--- src/hdl/tmr8_pkg.sv ---
package tmr8_pkg;
	// register byte addresses on the apb bus
	localparam logic [7:0] TMR8_ADDR_CTRL_A   = 8'h00;
	localparam logic [7:0] TMR8_ADDR_CTRL_B   = 8'h04;
	localparam logic [7:0] TMR8_ADDR_COUNT    = 8'h08;
	localparam logic [7:0] TMR8_ADDR_CMP_A    = 8'h0C;
	localparam logic [7:0] TMR8_ADDR_CMP_B    = 8'h10;
	localparam logic [7:0] TMR8_ADDR_STATUS   = 8'h14;
	localparam logic [7:0] TMR8_ADDR_CLEAR    = 8'h18;
	localparam logic [7:0] TMR8_ADDR_IRQ_EN   = 8'h1C;
	localparam logic [7:0] TMR8_ADDR_ACK      = 8'h20;

	// control a fields
	localparam int TMR8_CA_WGM_LO   = 0;
	localparam int TMR8_CA_COMB_LO  = 4;
	localparam int TMR8_CA_COMA_LO  = 6;
	// control b fields
	localparam int TMR8_CB_CS_LO    = 0;
	localparam int TMR8_CB_WGM2     = 3;
	localparam int TMR8_CB_GIE      = 7;
	// status / enable / clear / ack bit positions
	localparam int TMR8_ST_OVF      = 0;
	localparam int TMR8_ST_MA       = 1;
	localparam int TMR8_ST_MB       = 2;

	localparam logic [7:0]  TMR8_RST_BYTE = 8'h00;
	localparam logic [7:0]  TMR8_TOP_MAX  = 8'hFF;
	localparam logic [7:0]  TMR8_TOP_8BIT = 8'hFF;
	localparam logic [9:0]  TMR8_PRE_ZERO = 10'h000;
	localparam logic [31:0] TMR8_RD_ZERO  = 32'h0000_0000;

	// clock select codes
	localparam logic [2:0] TMR8_CS_STOP  = 3'h0;
	localparam logic [2:0] TMR8_CS_DIV1  = 3'h1;
	localparam logic [2:0] TMR8_CS_DIV8  = 3'h2;
	localparam logic [2:0] TMR8_CS_DIV32 = 3'h3;
	localparam logic [2:0] TMR8_CS_DIV64 = 3'h4;
	localparam logic [2:0] TMR8_CS_DIV128 = 3'h5;
	localparam logic [2:0] TMR8_CS_DIV256 = 3'h6;
	localparam logic [2:0] TMR8_CS_DIV1024 = 3'h7;

	// waveform modes
	localparam logic [2:0] TMR8_WGM_NORMAL  = 3'h0;
	localparam logic [2:0] TMR8_WGM_PC_FF   = 3'h1;
	localparam logic [2:0] TMR8_WGM_CTC     = 3'h2;
	localparam logic [2:0] TMR8_WGM_FAST_FF = 3'h3;
	localparam logic [2:0] TMR8_WGM_PC_OCA  = 3'h5;
	localparam logic [2:0] TMR8_WGM_FAST_OCA = 3'h7;

	typedef struct packed {
		logic [7:0]  ctrl_a;
		logic [7:0]  ctrl_b;
		logic [7:0]  count;
		logic [7:0]  cmp_a;
		logic [7:0]  cmp_b;
		logic [7:0]  cmp_a_buf;
		logic [7:0]  cmp_b_buf;
		logic [2:0]  status;
		logic [2:0]  irq_en;
		logic        down;
		logic        block_match;
		logic [9:0]  prescale;
		logic        ext_prev;
		logic        out_a;
		logic        out_b;
		logic        irq;
		logic        pready;
		logic [31:0] prdata;
		logic        pslverr;
	} tmr8_state_t;
endpackage

--- src/hdl/tmr8_timer.sv ---
// Notes on behaviour
// - counter clears, counts up or down once per timer tick, direction chosen internally
// - clock select: 0 stops, 1 undivided (external pin edges when I_EXT_ENABLE is set), 2..7 divide by 8,32,64,128,256,1024
// - software may read and write the counter at any time
// - a software write to the counter beats a same-cycle count or clear
// - waveform mode is three bits: two in control a, top bit in control b
// - bottom flags zero, top flags mode maximum; generator uses both
// - overflow flag set per mode, cleared by vector acknowledge or writing one
// - overflow interrupt needs global enable, overflow enable and overflow flag
// - comparator checks the counter against both compare registers continuously
// - a match sets its flag on the timer tick after the match
// - enabled set compare flag requests interrupt; cleared by acknowledge or writing one
// - each output derives from match, waveform mode and its compare output mode
// - external pin clocking works even when that pin is an output
// - a counter write suppresses the compare match on the next timer tick
// - a match sets its flag (an interrupt when enabled) and drives the channel output only as waveform and compare output modes allow
`timescale 1ns/10ps
`default_nettype none
module tmr8_timer
	import tmr8_pkg::*;
(
	input  wire logic        I_CLK,
	input  wire logic        I_SYS_RST,
	input  wire logic        I_PSEL,
	input  wire logic        I_PENABLE,
	input  wire logic        I_PWRITE,
	input  wire logic [7:0]  I_PADDR,
	input  wire logic [31:0] I_PWDATA,
	input  wire logic        I_EXT_COUNT_PIN,
	input  wire logic        I_EXT_FALLING,
	input  wire logic        I_EXT_ENABLE,
	output logic             O_PREADY,
	output logic [31:0]      O_PRDATA,
	output logic             O_PSLVERR,
	output logic             O_COMPARE_OUT_A,
	output logic             O_COMPARE_OUT_B,
	output logic             O_IRQ
);
	tmr8_state_t s_r;
	tmr8_state_t s_nxt;

	logic [2:0] wgm;
	logic [2:0] cs;
	logic       tick;
	logic [7:0] top_val;
	logic       at_top;
	logic       at_bottom;
	logic       pwm_mode;
	logic       pc_mode;
	logic       fast_mode;
	logic       match_a;
	logic       match_b;
	logic       ovf_evt;
	logic       ext_edge;
	logic       wr;
	logic       rd;
	logic [7:0] wb;
	logic       cnt_write;
	logic [1:0] com_a;
	logic [1:0] com_b;
	logic [2:0] set_evt;
	logic       addr_ok;

	assign wgm = {s_r.ctrl_b[TMR8_CB_WGM2], s_r.ctrl_a[TMR8_CA_WGM_LO +: 2]};
	assign cs  = s_r.ctrl_b[TMR8_CB_CS_LO +: 3];
	assign com_a = s_r.ctrl_a[TMR8_CA_COMA_LO +: 2];
	assign com_b = s_r.ctrl_a[TMR8_CA_COMB_LO +: 2];
	assign wr  = I_PSEL && I_PENABLE && I_PWRITE && s_r.pready;
	// read data and the error flag are captured in setup so they stand with ready
	assign rd  = I_PSEL && !I_PENABLE && !I_PWRITE;
	assign addr_ok = I_PADDR inside {TMR8_ADDR_CTRL_A, TMR8_ADDR_CTRL_B, TMR8_ADDR_COUNT,
		TMR8_ADDR_CMP_A, TMR8_ADDR_CMP_B, TMR8_ADDR_STATUS, TMR8_ADDR_CLEAR,
		TMR8_ADDR_IRQ_EN, TMR8_ADDR_ACK};
	assign wb  = I_PWDATA[7:0];
	assign cnt_write = wr && (I_PADDR == TMR8_ADDR_COUNT);

	// external pin sampled regardless of its direction setting
	assign ext_edge = I_EXT_FALLING ? (s_r.ext_prev && !I_EXT_COUNT_PIN)
		: (!s_r.ext_prev && I_EXT_COUNT_PIN);

	always_comb begin
		unique case (cs)
			TMR8_CS_STOP:    tick = 1'b0;
			TMR8_CS_DIV1:    tick = I_EXT_ENABLE ? ext_edge : 1'b1;
			TMR8_CS_DIV8:    tick = (s_r.prescale[2:0] == 3'h7);
			TMR8_CS_DIV32:   tick = (s_r.prescale[4:0] == 5'h1F);
			TMR8_CS_DIV64:   tick = (s_r.prescale[5:0] == 6'h3F);
			TMR8_CS_DIV128:  tick = (s_r.prescale[6:0] == 7'h7F);
			TMR8_CS_DIV256:  tick = (s_r.prescale[7:0] == 8'hFF);
			TMR8_CS_DIV1024: tick = (s_r.prescale == 10'h3FF);
		endcase
	end

	assign fast_mode = (wgm == TMR8_WGM_FAST_FF) || (wgm == TMR8_WGM_FAST_OCA);
	assign pc_mode   = (wgm == TMR8_WGM_PC_FF) || (wgm == TMR8_WGM_PC_OCA);
	assign pwm_mode  = fast_mode || pc_mode;
	assign top_val   = (wgm == TMR8_WGM_CTC || wgm == TMR8_WGM_PC_OCA
		|| wgm == TMR8_WGM_FAST_OCA) ? s_r.cmp_a : TMR8_TOP_8BIT;
	assign at_top    = (s_r.count == top_val);
	assign at_bottom = (s_r.count == TMR8_RST_BYTE);
	assign match_a   = (s_r.count == s_r.cmp_a) && !s_r.block_match;
	assign match_b   = (s_r.count == s_r.cmp_b) && !s_r.block_match;
	// flags that hardware sets in this cycle; a same-cycle clear must not undo them
	assign set_evt   = tick ? {match_b, match_a, ovf_evt} : 3'h0;

	always_comb begin
		unique case (1'b1)
			pc_mode:   ovf_evt = at_bottom;
			fast_mode: ovf_evt = at_top;
			default:   ovf_evt = (s_r.count == TMR8_TOP_MAX);
		endcase
	end

	always_comb begin
		s_nxt = s_r;
		s_nxt.ext_prev = I_EXT_COUNT_PIN;
		s_nxt.prescale = (cs == TMR8_CS_STOP) ? TMR8_PRE_ZERO : s_r.prescale + 10'h001;
		s_nxt.pready = 1'b0;
		s_nxt.pslverr = 1'b0;
		if (tick) begin
			s_nxt.block_match = 1'b0;
			// count, clear, or reverse per mode
			if (pc_mode) begin
				if (!s_r.down) begin
					s_nxt.count = at_top ? s_r.count - 8'h01 : s_r.count + 8'h01;
					s_nxt.down = at_top;
				end else begin
					s_nxt.count = at_bottom ? s_r.count + 8'h01 : s_r.count - 8'h01;
					s_nxt.down = !at_bottom;
				end
			end else begin
				s_nxt.down = 1'b0;
				s_nxt.count = at_top ? TMR8_RST_BYTE : s_r.count + 8'h01;
			end
			// pwm compare values update at the extreme
			if ((fast_mode && at_top) || (pc_mode && at_top)) begin
				s_nxt.cmp_a = s_r.cmp_a_buf;
				s_nxt.cmp_b = s_r.cmp_b_buf;
			end
			// flags set on the tick that follows the match
			if (match_a) s_nxt.status[TMR8_ST_MA] = 1'b1;
			if (match_b) s_nxt.status[TMR8_ST_MB] = 1'b1;
			if (ovf_evt) s_nxt.status[TMR8_ST_OVF] = 1'b1;
			// waveform outputs
			if (!pwm_mode) begin
				if (match_a) begin
					unique case (com_a)
						2'h1: s_nxt.out_a = !s_r.out_a;
						2'h2: s_nxt.out_a = 1'b0;
						2'h3: s_nxt.out_a = 1'b1;
						default: s_nxt.out_a = s_r.out_a;
					endcase
				end
				if (match_b) begin
					unique case (com_b)
						2'h1: s_nxt.out_b = !s_r.out_b;
						2'h2: s_nxt.out_b = 1'b0;
						2'h3: s_nxt.out_b = 1'b1;
						default: s_nxt.out_b = s_r.out_b;
					endcase
				end
			end else begin
				if (fast_mode && at_top) begin
					s_nxt.out_a = (com_a == 2'h2) ? 1'b1 : (com_a == 2'h3) ? 1'b0 : s_r.out_a;
					s_nxt.out_b = (com_b == 2'h2) ? 1'b1 : (com_b == 2'h3) ? 1'b0 : s_r.out_b;
				end
				if (match_a && !(fast_mode && at_top)) begin
					if (com_a == 2'h1 && wgm[2]) s_nxt.out_a = !s_r.out_a;
					else if (com_a[1]) s_nxt.out_a = com_a[0] ^ (pc_mode && s_r.down);
				end
				if (match_b && !(fast_mode && at_top) && com_b[1])
					s_nxt.out_b = com_b[0] ^ (pc_mode && s_r.down);
			end
		end
		// register writes
		if (wr) begin
			s_nxt.pready = 1'b0;
			unique case (I_PADDR)
				TMR8_ADDR_CTRL_A: s_nxt.ctrl_a = wb;
				TMR8_ADDR_CTRL_B: s_nxt.ctrl_b = wb;
				TMR8_ADDR_COUNT: begin
					s_nxt.count = wb;
					s_nxt.block_match = 1'b1;
				end
				TMR8_ADDR_CMP_A: begin
					s_nxt.cmp_a_buf = wb;
					if (!pwm_mode) s_nxt.cmp_a = wb;
				end
				TMR8_ADDR_CMP_B: begin
					s_nxt.cmp_b_buf = wb;
					if (!pwm_mode) s_nxt.cmp_b = wb;
				end
				// ones clear, zeros ignored; a same-cycle set above survives
				TMR8_ADDR_CLEAR: s_nxt.status = s_nxt.status
					& ~(wb[2:0] & ~set_evt);
				TMR8_ADDR_IRQ_EN: s_nxt.irq_en = wb[2:0];
				TMR8_ADDR_ACK: s_nxt.status = s_nxt.status
					& ~(wb[2:0] & ~set_evt);
				default: ;
			endcase
		end
		if (I_PSEL && !I_PENABLE) begin
			s_nxt.pready  = 1'b1;
			s_nxt.pslverr = !addr_ok;
		end
		if (rd) begin
			s_nxt.prdata = TMR8_RD_ZERO;
			unique case (I_PADDR)
				TMR8_ADDR_CTRL_A: s_nxt.prdata[7:0] = s_r.ctrl_a;
				TMR8_ADDR_CTRL_B: s_nxt.prdata[7:0] = s_r.ctrl_b;
				TMR8_ADDR_COUNT:  s_nxt.prdata[7:0] = s_r.count;
				TMR8_ADDR_CMP_A:  s_nxt.prdata[7:0] = s_r.cmp_a_buf;
				TMR8_ADDR_CMP_B:  s_nxt.prdata[7:0] = s_r.cmp_b_buf;
				TMR8_ADDR_STATUS: s_nxt.prdata[2:0] = s_r.status;
				TMR8_ADDR_IRQ_EN: s_nxt.prdata[2:0] = s_r.irq_en;
				TMR8_ADDR_CLEAR, TMR8_ADDR_ACK: s_nxt.prdata = TMR8_RD_ZERO;
				default: s_nxt.prdata = TMR8_RD_ZERO;
			endcase
		end
		s_nxt.irq = s_r.ctrl_b[TMR8_CB_GIE] && |(s_nxt.status & s_nxt.irq_en);
	end

	always_ff @(posedge I_CLK) begin
		if (I_SYS_RST) begin
			s_r <= '0;
		end else begin
			s_r <= s_nxt;
		end
	end

	assign O_PREADY        = s_r.pready;
	assign O_PRDATA        = s_r.prdata;
	assign O_PSLVERR       = s_r.pslverr;
	assign O_COMPARE_OUT_A = s_r.out_a;
	assign O_COMPARE_OUT_B = s_r.out_b;
	assign O_IRQ           = s_r.irq;
endmodule
`default_nettype wire

--- config.mk ---
export PLATFORM = sky130hd
export DESIGN_NAME = tmr8_timer
export DESIGN_NICKNAME = d
export VERILOG_FILES = /design/src/hdl/tmr8_pkg.sv /design/src/hdl/tmr8_timer.sv
export SDC_FILE = /design/constraint.sdc
export NUM_CORES = 1
export LEC_CHECK = 0
export BUFFER_PORTS_ARGS = -buffer_cell sky130_fd_sc_hd__buf_4
export CAP_MARGIN = 25
export CELL_PAD_IN_SITES_DETAIL_PLACEMENT = 1
export CELL_PAD_IN_SITES_GLOBAL_PLACEMENT = 2
export CORE_ASPECT_RATIO = 1.2
export CORE_MARGIN = 2
export CORE_UTILIZATION = 36
export DETAILED_ROUTE_END_ITERATION = 12
export GPL_ROUTABILITY_DRIVEN = 0
export PLACE_DENSITY_LB_ADDON = 0.2
export SYNTH_ARGS = -nofsm -noshare
export SYNTH_HDL_FRONTEND = slang
export SYNTH_SLANG_ARGS = --single-unit
--- constraint.sdc ---
create_clock -name I_CLK -period 5.86 [get_ports I_CLK]
set_clock_uncertainty 0.2 [all_clocks]
set_input_delay 1.465 -clock I_CLK [delete_from_list [all_inputs] [get_ports I_CLK]]
set_output_delay 1.465 -clock I_CLK [all_outputs]
set_load 0.02 [all_outputs]
==> results of run 1 <==
## final cells by class
class / count / share of cell area (%)
Sequential cell: 88 / 30.6
Inverter: 14 / 0.913
Tap cell: 175 / 3.80
Clock buffer: 10 / 4.15
Timing Repair Buffer: 43 / 5.61
Multi-Input combinational cell: 504 / 53.5
Clock inverter: 6 / 1.43
## Yosys cell counts (5+ instances only)
cell type | n | share of area, %
a211oi_1 | 32 | 4.6
a21oi_1 | 63 | 6.0
a22o_1 | 5 | 0.83
a22oi_1 | 9 | 1.3
and2_1 | 6 | 0.72
and3_1 | 8 | 0.95
buf_1 | 7 | 0.50
buf_2 | 5 | 0.48
buf_4 | 34 | 4.9
clkbuf_1 | 33 | 2.4
dfxtp_1 | 88 | 34
ha_1 | 6 | 1.4
inv_1 | 14 | 1.0
mux2_2 | 11 | 2.4
mux2i_1 | 23 | 4.4
nand2_1 | 81 | 5.8
nand3_1 | 25 | 2.4
nand4_1 | 6 | 0.72
nor2_1 | 66 | 4.7
nor2b_1 | 9 | 1.1
nor3_1 | 15 | 1.4
nor4_1 | 6 | 0.72
o21ai_0 | 13 | 1.2
xnor2_1 | 16 | 2.7
xor2_1 | 10 | 1.7
## stage by stage
stage / setup slack (ps) / instance area [µm²] / utilization, %
after global routing: 1750 / 5760 / 40.3
final: 2010 / 5760 / 40.3
after CTS: 2040 / 5760 / 40.3
after detailed placement: 1740 / 5430 / 38.0
after global placement: 1870 / 5430 / 38.0
after floorplan: 2340 / 5330 / -
## kinds of logic (layout without fill, tap and decap cells)
kind of cell               after synthesis  after routing  synth area share [%]
AOI/OAI and AO/OA                      163            163                  21.1
xor gates and xnor gates                26             26                  4.34
adders and majority gates                6              6                  1.43
buffers and inverters                   94             73                  9.42
DFF                                     88             88                  33.6
muxes                                   34             34                  6.75
other                                    1             24                0.0715
and+or+nand+nor                        251            251                  23.3
## registers in the layout (all words and copies together), names as in the netlist
signal,flops
O_IRQ,1
O_COMPARE_OUT_B,1
s_r,68
O_PSLVERR,1
com_a,2
O_COMPARE_OUT_A,1
O_PREADY,1
com_b,2
O_PRDATA,8
cs,3
## worst register-to-register path: stages (launching register included)
cell,delay [ps]
dfxtp_1,700
inv_1,240
nor3_1,500
nand3_1,240
a21oi_2,470
nand2_2,470
mux2i_1,240
a211oi_1,290
## routing by layer
layer	GRT usage, %	up-vias	part of all wire (%)	wire (µm)
met5	0	-	0	0
met4	9.01	0	2.5	446
met1	28.1	2378	43	7470
met3	2.94	24	2.4	429
li1	-	2285	-	-
met2	41.5	76	52	9180
## worst min path at each step
stage	endpoint	slack, ps	depth (start not counted)	start
6_report	s_r[38]	250	1	s_r[38]
5_1_grt	s_r[107]	280	2	s_r[107]
4_1_cts	s_r[107]	260	2	s_r[107]
3_5_place_dp	s_r[107]	250	2	s_r[107]
3_3_place_gp	s_r[38]	230	1	s_r[38]
2_1_floorplan	s_r[38]	210	1	s_r[38]
## where the power goes
| part | switching [mW] | total [mW] | leakage, nW | internal, mW |
|---|---|---|---|---|
| sequential | 0.00132 | 0.602 | 0.710 | 0.600 |
| combinational | 0.0550 | 0.0751 | 1.28 | 0.0201 |
| clock | 0.254 | 0.637 | 0.158 | 0.383 |
| total | 0.310 | 1.31 | 2.15 | 1.00 |
==> impl_metrics.env, run 1 <==
export IMPL_final_cell_mix="dfxtp_1 (88), nand2_1 (81), nor2_1 (66), a21oi_1 (63), buf_4 (43)"
export IMPL_wl_per_cell_um=20.9
export IMPL_min_period_over_period_pct=65.7
export IMPL_path_clk_slew_ps=60
export IMPL_max_stage_delay_ps=570
export IMPL_clock_path_buffers=2
export IMPL_r2r_slack_ps=2400
export IMPL_hold_buffers=0
export IMPL_r2r_end="s_r[86]"
export IMPL_setup_violations=0
export IMPL_min_period_ps=3850
export IMPL_crit_buf_inv=2
export IMPL_grt_ovfl_total=0
export IMPL_final_common_cell="dfxtp_1"
export IMPL_yosys_cell_types_count=67
export IMPL_start_util_pct=36.7
export IMPL_power_total_mw=1.31
export IMPL_multi_input_area_um2=3080
export IMPL_grt_start_max_net_pins=83
export IMPL_finalHoldViolCount=0
export IMPL_worstHoldPathType="reg2reg"
export IMPL_routed_wl_um=17500
export IMPL_seq_area_um2=1760
export IMPL_synth_seq_cells=88
export IMPL_nFillCells=1761
export IMPL_drt_pass1_iter_count=4
export IMPL_port_buffers=36
export IMPL_boundaryPins=85
export IMPL_crit_path_cell_trace="buf_4, nor4_1, nand2b_1, nor3b_1, buf_4, nand4_1, nor2_1, a211oi_1"
export IMPL_yosysWarnings=0
export IMPL_vias=4763
export IMPL_die_w_um=114
export IMPL_vias_per_cell=5.67
export IMPL_syn_to_final_growth_pct=9.68
export IMPL_antennaDiodeCount=0
export IMPL_synth_edff_count=0
export IMPL_drc_errors=0
export IMPL_detail_route_antenna_nets=0
export IMPL_track_usage_pct=23.2
export IMPL_rows=48
export IMPL_grt_pass1_vias=4922
export IMPL_leakage_nw=2.15
export IMPL_drtIter0Drc=314
export IMPL_cts_root_buf="clkbuf_16"
export IMPL_post_place_cells=824
export IMPL_synth_ff_type="dfxtp_1"
export IMPL_critPathCapture="s_r[86]"
export IMPL_hpwl_um=12700
export IMPL_insertion_delay_ps=350
export IMPL_rsz0062_at_grt="false"
export IMPL_antenna_found_initial=0
export IMPL_cts_resized=0
export IMPL_mappedNetlistArea_um2=5250
export IMPL_postSynthAreaPerCell_um2=7.91
export IMPL_cts_setup_buffers=0
export IMPL_cp_num_cells=8
export IMPL_crit_arrival_ps=3830
export IMPL_fmax_mhz=260
export IMPL_core_area_um2=14300
export IMPL_power_density_nw_per_um2=228
export IMPL_slew_headroom_pct=37.7
export IMPL_synthCells=663
export IMPL_cp_top_family="simple AND/OR/NAND/NOR gates"
export IMPL_floorplan_die_area_um2=15600
export IMPL_ir_drop_mv=0.106
export IMPL_cap_violations=0
export IMPL_critical_path_max_fanout=16
export IMPL_finalMaxSlewViolations=0
export IMPL_whs_ps=255
export IMPL_grt_pass1_wl_um=27400
export IMPL_cts_buffers=9
export IMPL_start_kind="primary input"
export IMPL_rr_worst_depth=7
export IMPL_worstPathRequired_ps=5840
export IMPL_worstSetupEndpointType="register"
export IMPL_critPathKind="in2reg"
export IMPL_clkSinkCount=88
export IMPL_status="finished, final reports clean"
export IMPL_fin_setup_tns_ps=0
export IMPL_crit_path_top_delay_cell="nand4_1"
export IMPL_num_nets_final=714
export IMPL_max_slew_worst_pin_slew_ps=935
export IMPL_htree_levels=3
export IMPL_die_y_um=136
export IMPL_final_cell_count_no_fill=840
export IMPL_drive_gt1_share_pct=13.5
export IMPL_synth_seq_area_share_pct=33.6
export IMPL_async_flop_share_pct=0
export IMPL_cts_tree="yes"
export IMPL_cp_common_cell="buf_4"
export IMPL_r2r_start="s_r[89]"
export IMPL_startpoint="I_PADDR[1]"
Note: power is estimated with default switching activity, not from simulation.
==> run 2, diff against run 1 <==
- CORE_UTILIZATION: 36 -> 30
- clock period: 5.86 -> 3.2 ns (I/O delays scaled with it)
==> impl_metrics.env, run 2 (synthesized netlist as in run 1, its figures left out) <==
export IMPL_drt_pass1_iter_count=4
export IMPL_holdPathStages=2
export IMPL_die_w_um=125
export IMPL_drtIter0Drc=206
export IMPL_slew_headroom_pct=61.8
export IMPL_setup_violations=0
export IMPL_core_area_um2=17300
export IMPL_min_period_over_period_pct=91.3
export IMPL_r2r_end="s_r[94]"
export IMPL_post_place_cells=897
export IMPL_setup_slack_ps=277
export IMPL_port_buffers=36
export IMPL_vias_per_cell=5.41
export IMPL_clkSinkCount=88
export IMPL_routed_wl_um=18700
export IMPL_hold_end="s_r[107]"
export IMPL_path_clk_slew_ps=70
export IMPL_whs_ps=253
export IMPL_grt_pass1_wl_um=29400
export IMPL_dp_slack_ps=179
export IMPL_worstHoldPathType="reg2reg"
export IMPL_ir_drop_mv=0.231
export IMPL_detail_route_antenna_nets=0
export IMPL_clock_path_buffers=2
export IMPL_track_usage_pct=20.6
export IMPL_fin_area_um2=6020
export IMPL_antenna_found_initial=0
export IMPL_start_kind="register"
export IMPL_floorplan_die_area_um2=18600
export IMPL_crit_arrival_ps=2960
export IMPL_vias=4942
export IMPL_drc_errors=0
export IMPL_final_cell_mix="dfxtp_1 (88), nand2_1 (81), buf_4 (70), nor2_1 (66), a21oi_1 (63)"
export IMPL_cts_setup_buffers=0
export IMPL_rows=53
export IMPL_htree_levels=3
export IMPL_final_common_cell="dfxtp_1"
export IMPL_cts_root_buf="clkbuf_16"
export IMPL_largest_reg_flops=68
export IMPL_worstSetupEndpointType="register"
export IMPL_cts_buffers=9
export IMPL_cts_resized=0
export IMPL_rr_worst_depth=7
export IMPL_critPathKind="reg2reg"
export IMPL_die_y_um=149
export IMPL_hold_buffers=0
export IMPL_r2r_start="s_r[90]"
export IMPL_num_nets_final=742
export IMPL_rsz0062_at_grt="false"
export IMPL_cts_tree="yes"
export IMPL_max_slew_worst_pin_slew_ps=572
export IMPL_worstPathRequired_ps=3240
export IMPL_boundaryPins=85
export IMPL_place_area_um2=5710
export IMPL_grt_ovfl_total=0
export IMPL_drive_gt1_share_pct=16.9
export IMPL_wl_per_cell_um=20.5
export IMPL_start_util_pct=30.3
export IMPL_antennaDiodeCount=0
export IMPL_finalMaxSlewViolations=0
export IMPL_fin_setup_tns_ps=0
export IMPL_syn_to_final_growth_pct=14.8
export IMPL_postLayoutCoreUtil_pct=34.8
export IMPL_grt_start_max_net_pins=41
export IMPL_status="finished, final reports clean"
export IMPL_min_from="s_r[107]"
export IMPL_finalHoldViolCount=0
export IMPL_power_density_nw_per_um2=392
export IMPL_fmax_mhz=342
export IMPL_leakage_nw=2.28
export IMPL_cap_violations=0
export IMPL_largest_register="s_r"
export IMPL_min_period_ps=2920
export IMPL_insertion_delay_ps=350
export IMPL_critical_path_max_fanout=11
export IMPL_r2r_slack_ps=280
export IMPL_final_cell_count_no_fill=913
export IMPL_nFillCells=2082
export IMPL_hpwl_um=14000
export IMPL_grt_pass1_vias=5149
export IMPL_power_total_mw=2.36
==> run 2: cell types whose count changed in the layout (fill, tap and decap cells not counted), sizes merged <==
| cell | before | now |
|---|---|---|
| clkinv | 3 | 0 |
| bufinv | 2 | 1 |
| clkbuf | 10 | 12 |
| buf | 43 | 71 |
| clkinvlp | 1 | 3 |
==> run 2: how the worst max path moves through the flow <==
stage	start	end	slack (ps)	cells after the start
final	s_r[90]	s_r[94]	280	7
after global routing	s_r[90]	s_r[94]	110	7
after CTS	s_r[90]	s_r[94]	270	7
after detailed placement	I_PADDR[1]	s_r[90]	180	8
after global placement	I_PADDR[1]	O_PRDATA[1]	200	9
after floorplan	I_PADDR[3]	O_IRQ	350	8
==> run 2: critical path, stage by stage (launching register included) <==
cell,delay (ps)
dfxtp_1,620
xor2_1,150
a2111oi_2,550
nand3b_1,230
a21o_1,290
o41ai_1,320
nor2_1,120
o41ai_2,330
==> run 2: per-layer routing <==
| layer | GRT usage (%) | up-vias | share of wire, % |
|---|---|---|---|
| li1 | - | 2345 | - |
| met1 | 24.4 | 2464 | 43 |
| met2 | 36.8 | 90 | 51 |
| met3 | 1.94 | 43 | 2.3 |
| met4 | 11.2 | 0 | 4.4 |
| met5 | 0 | - | 0 |
==> run 2: power breakdown <==
part / switching (mW) / internal [mW] / total [mW]
clock: 0.467 / 0.649 / 1.12
combinational: 0.103 / 0.0413 / 0.145
sequential: 0.00240 / 1.10 / 1.10
==> run 2: area by class of cell <==
class | instances | area, µm² | area share [%]
Clock buffer | 12 | 256 | 4.26
Clock inverter | 4 | 52.6 | 0.873
Sequential cell | 88 | 1760 | 29.3
Tap cell | 220 | 275 | 4.57
Inverter | 14 | 52.6 | 0.873
Timing Repair Buffer | 71 | 546 | 9.06
Multi-Input combinational cell | 504 | 3080 | 51.1
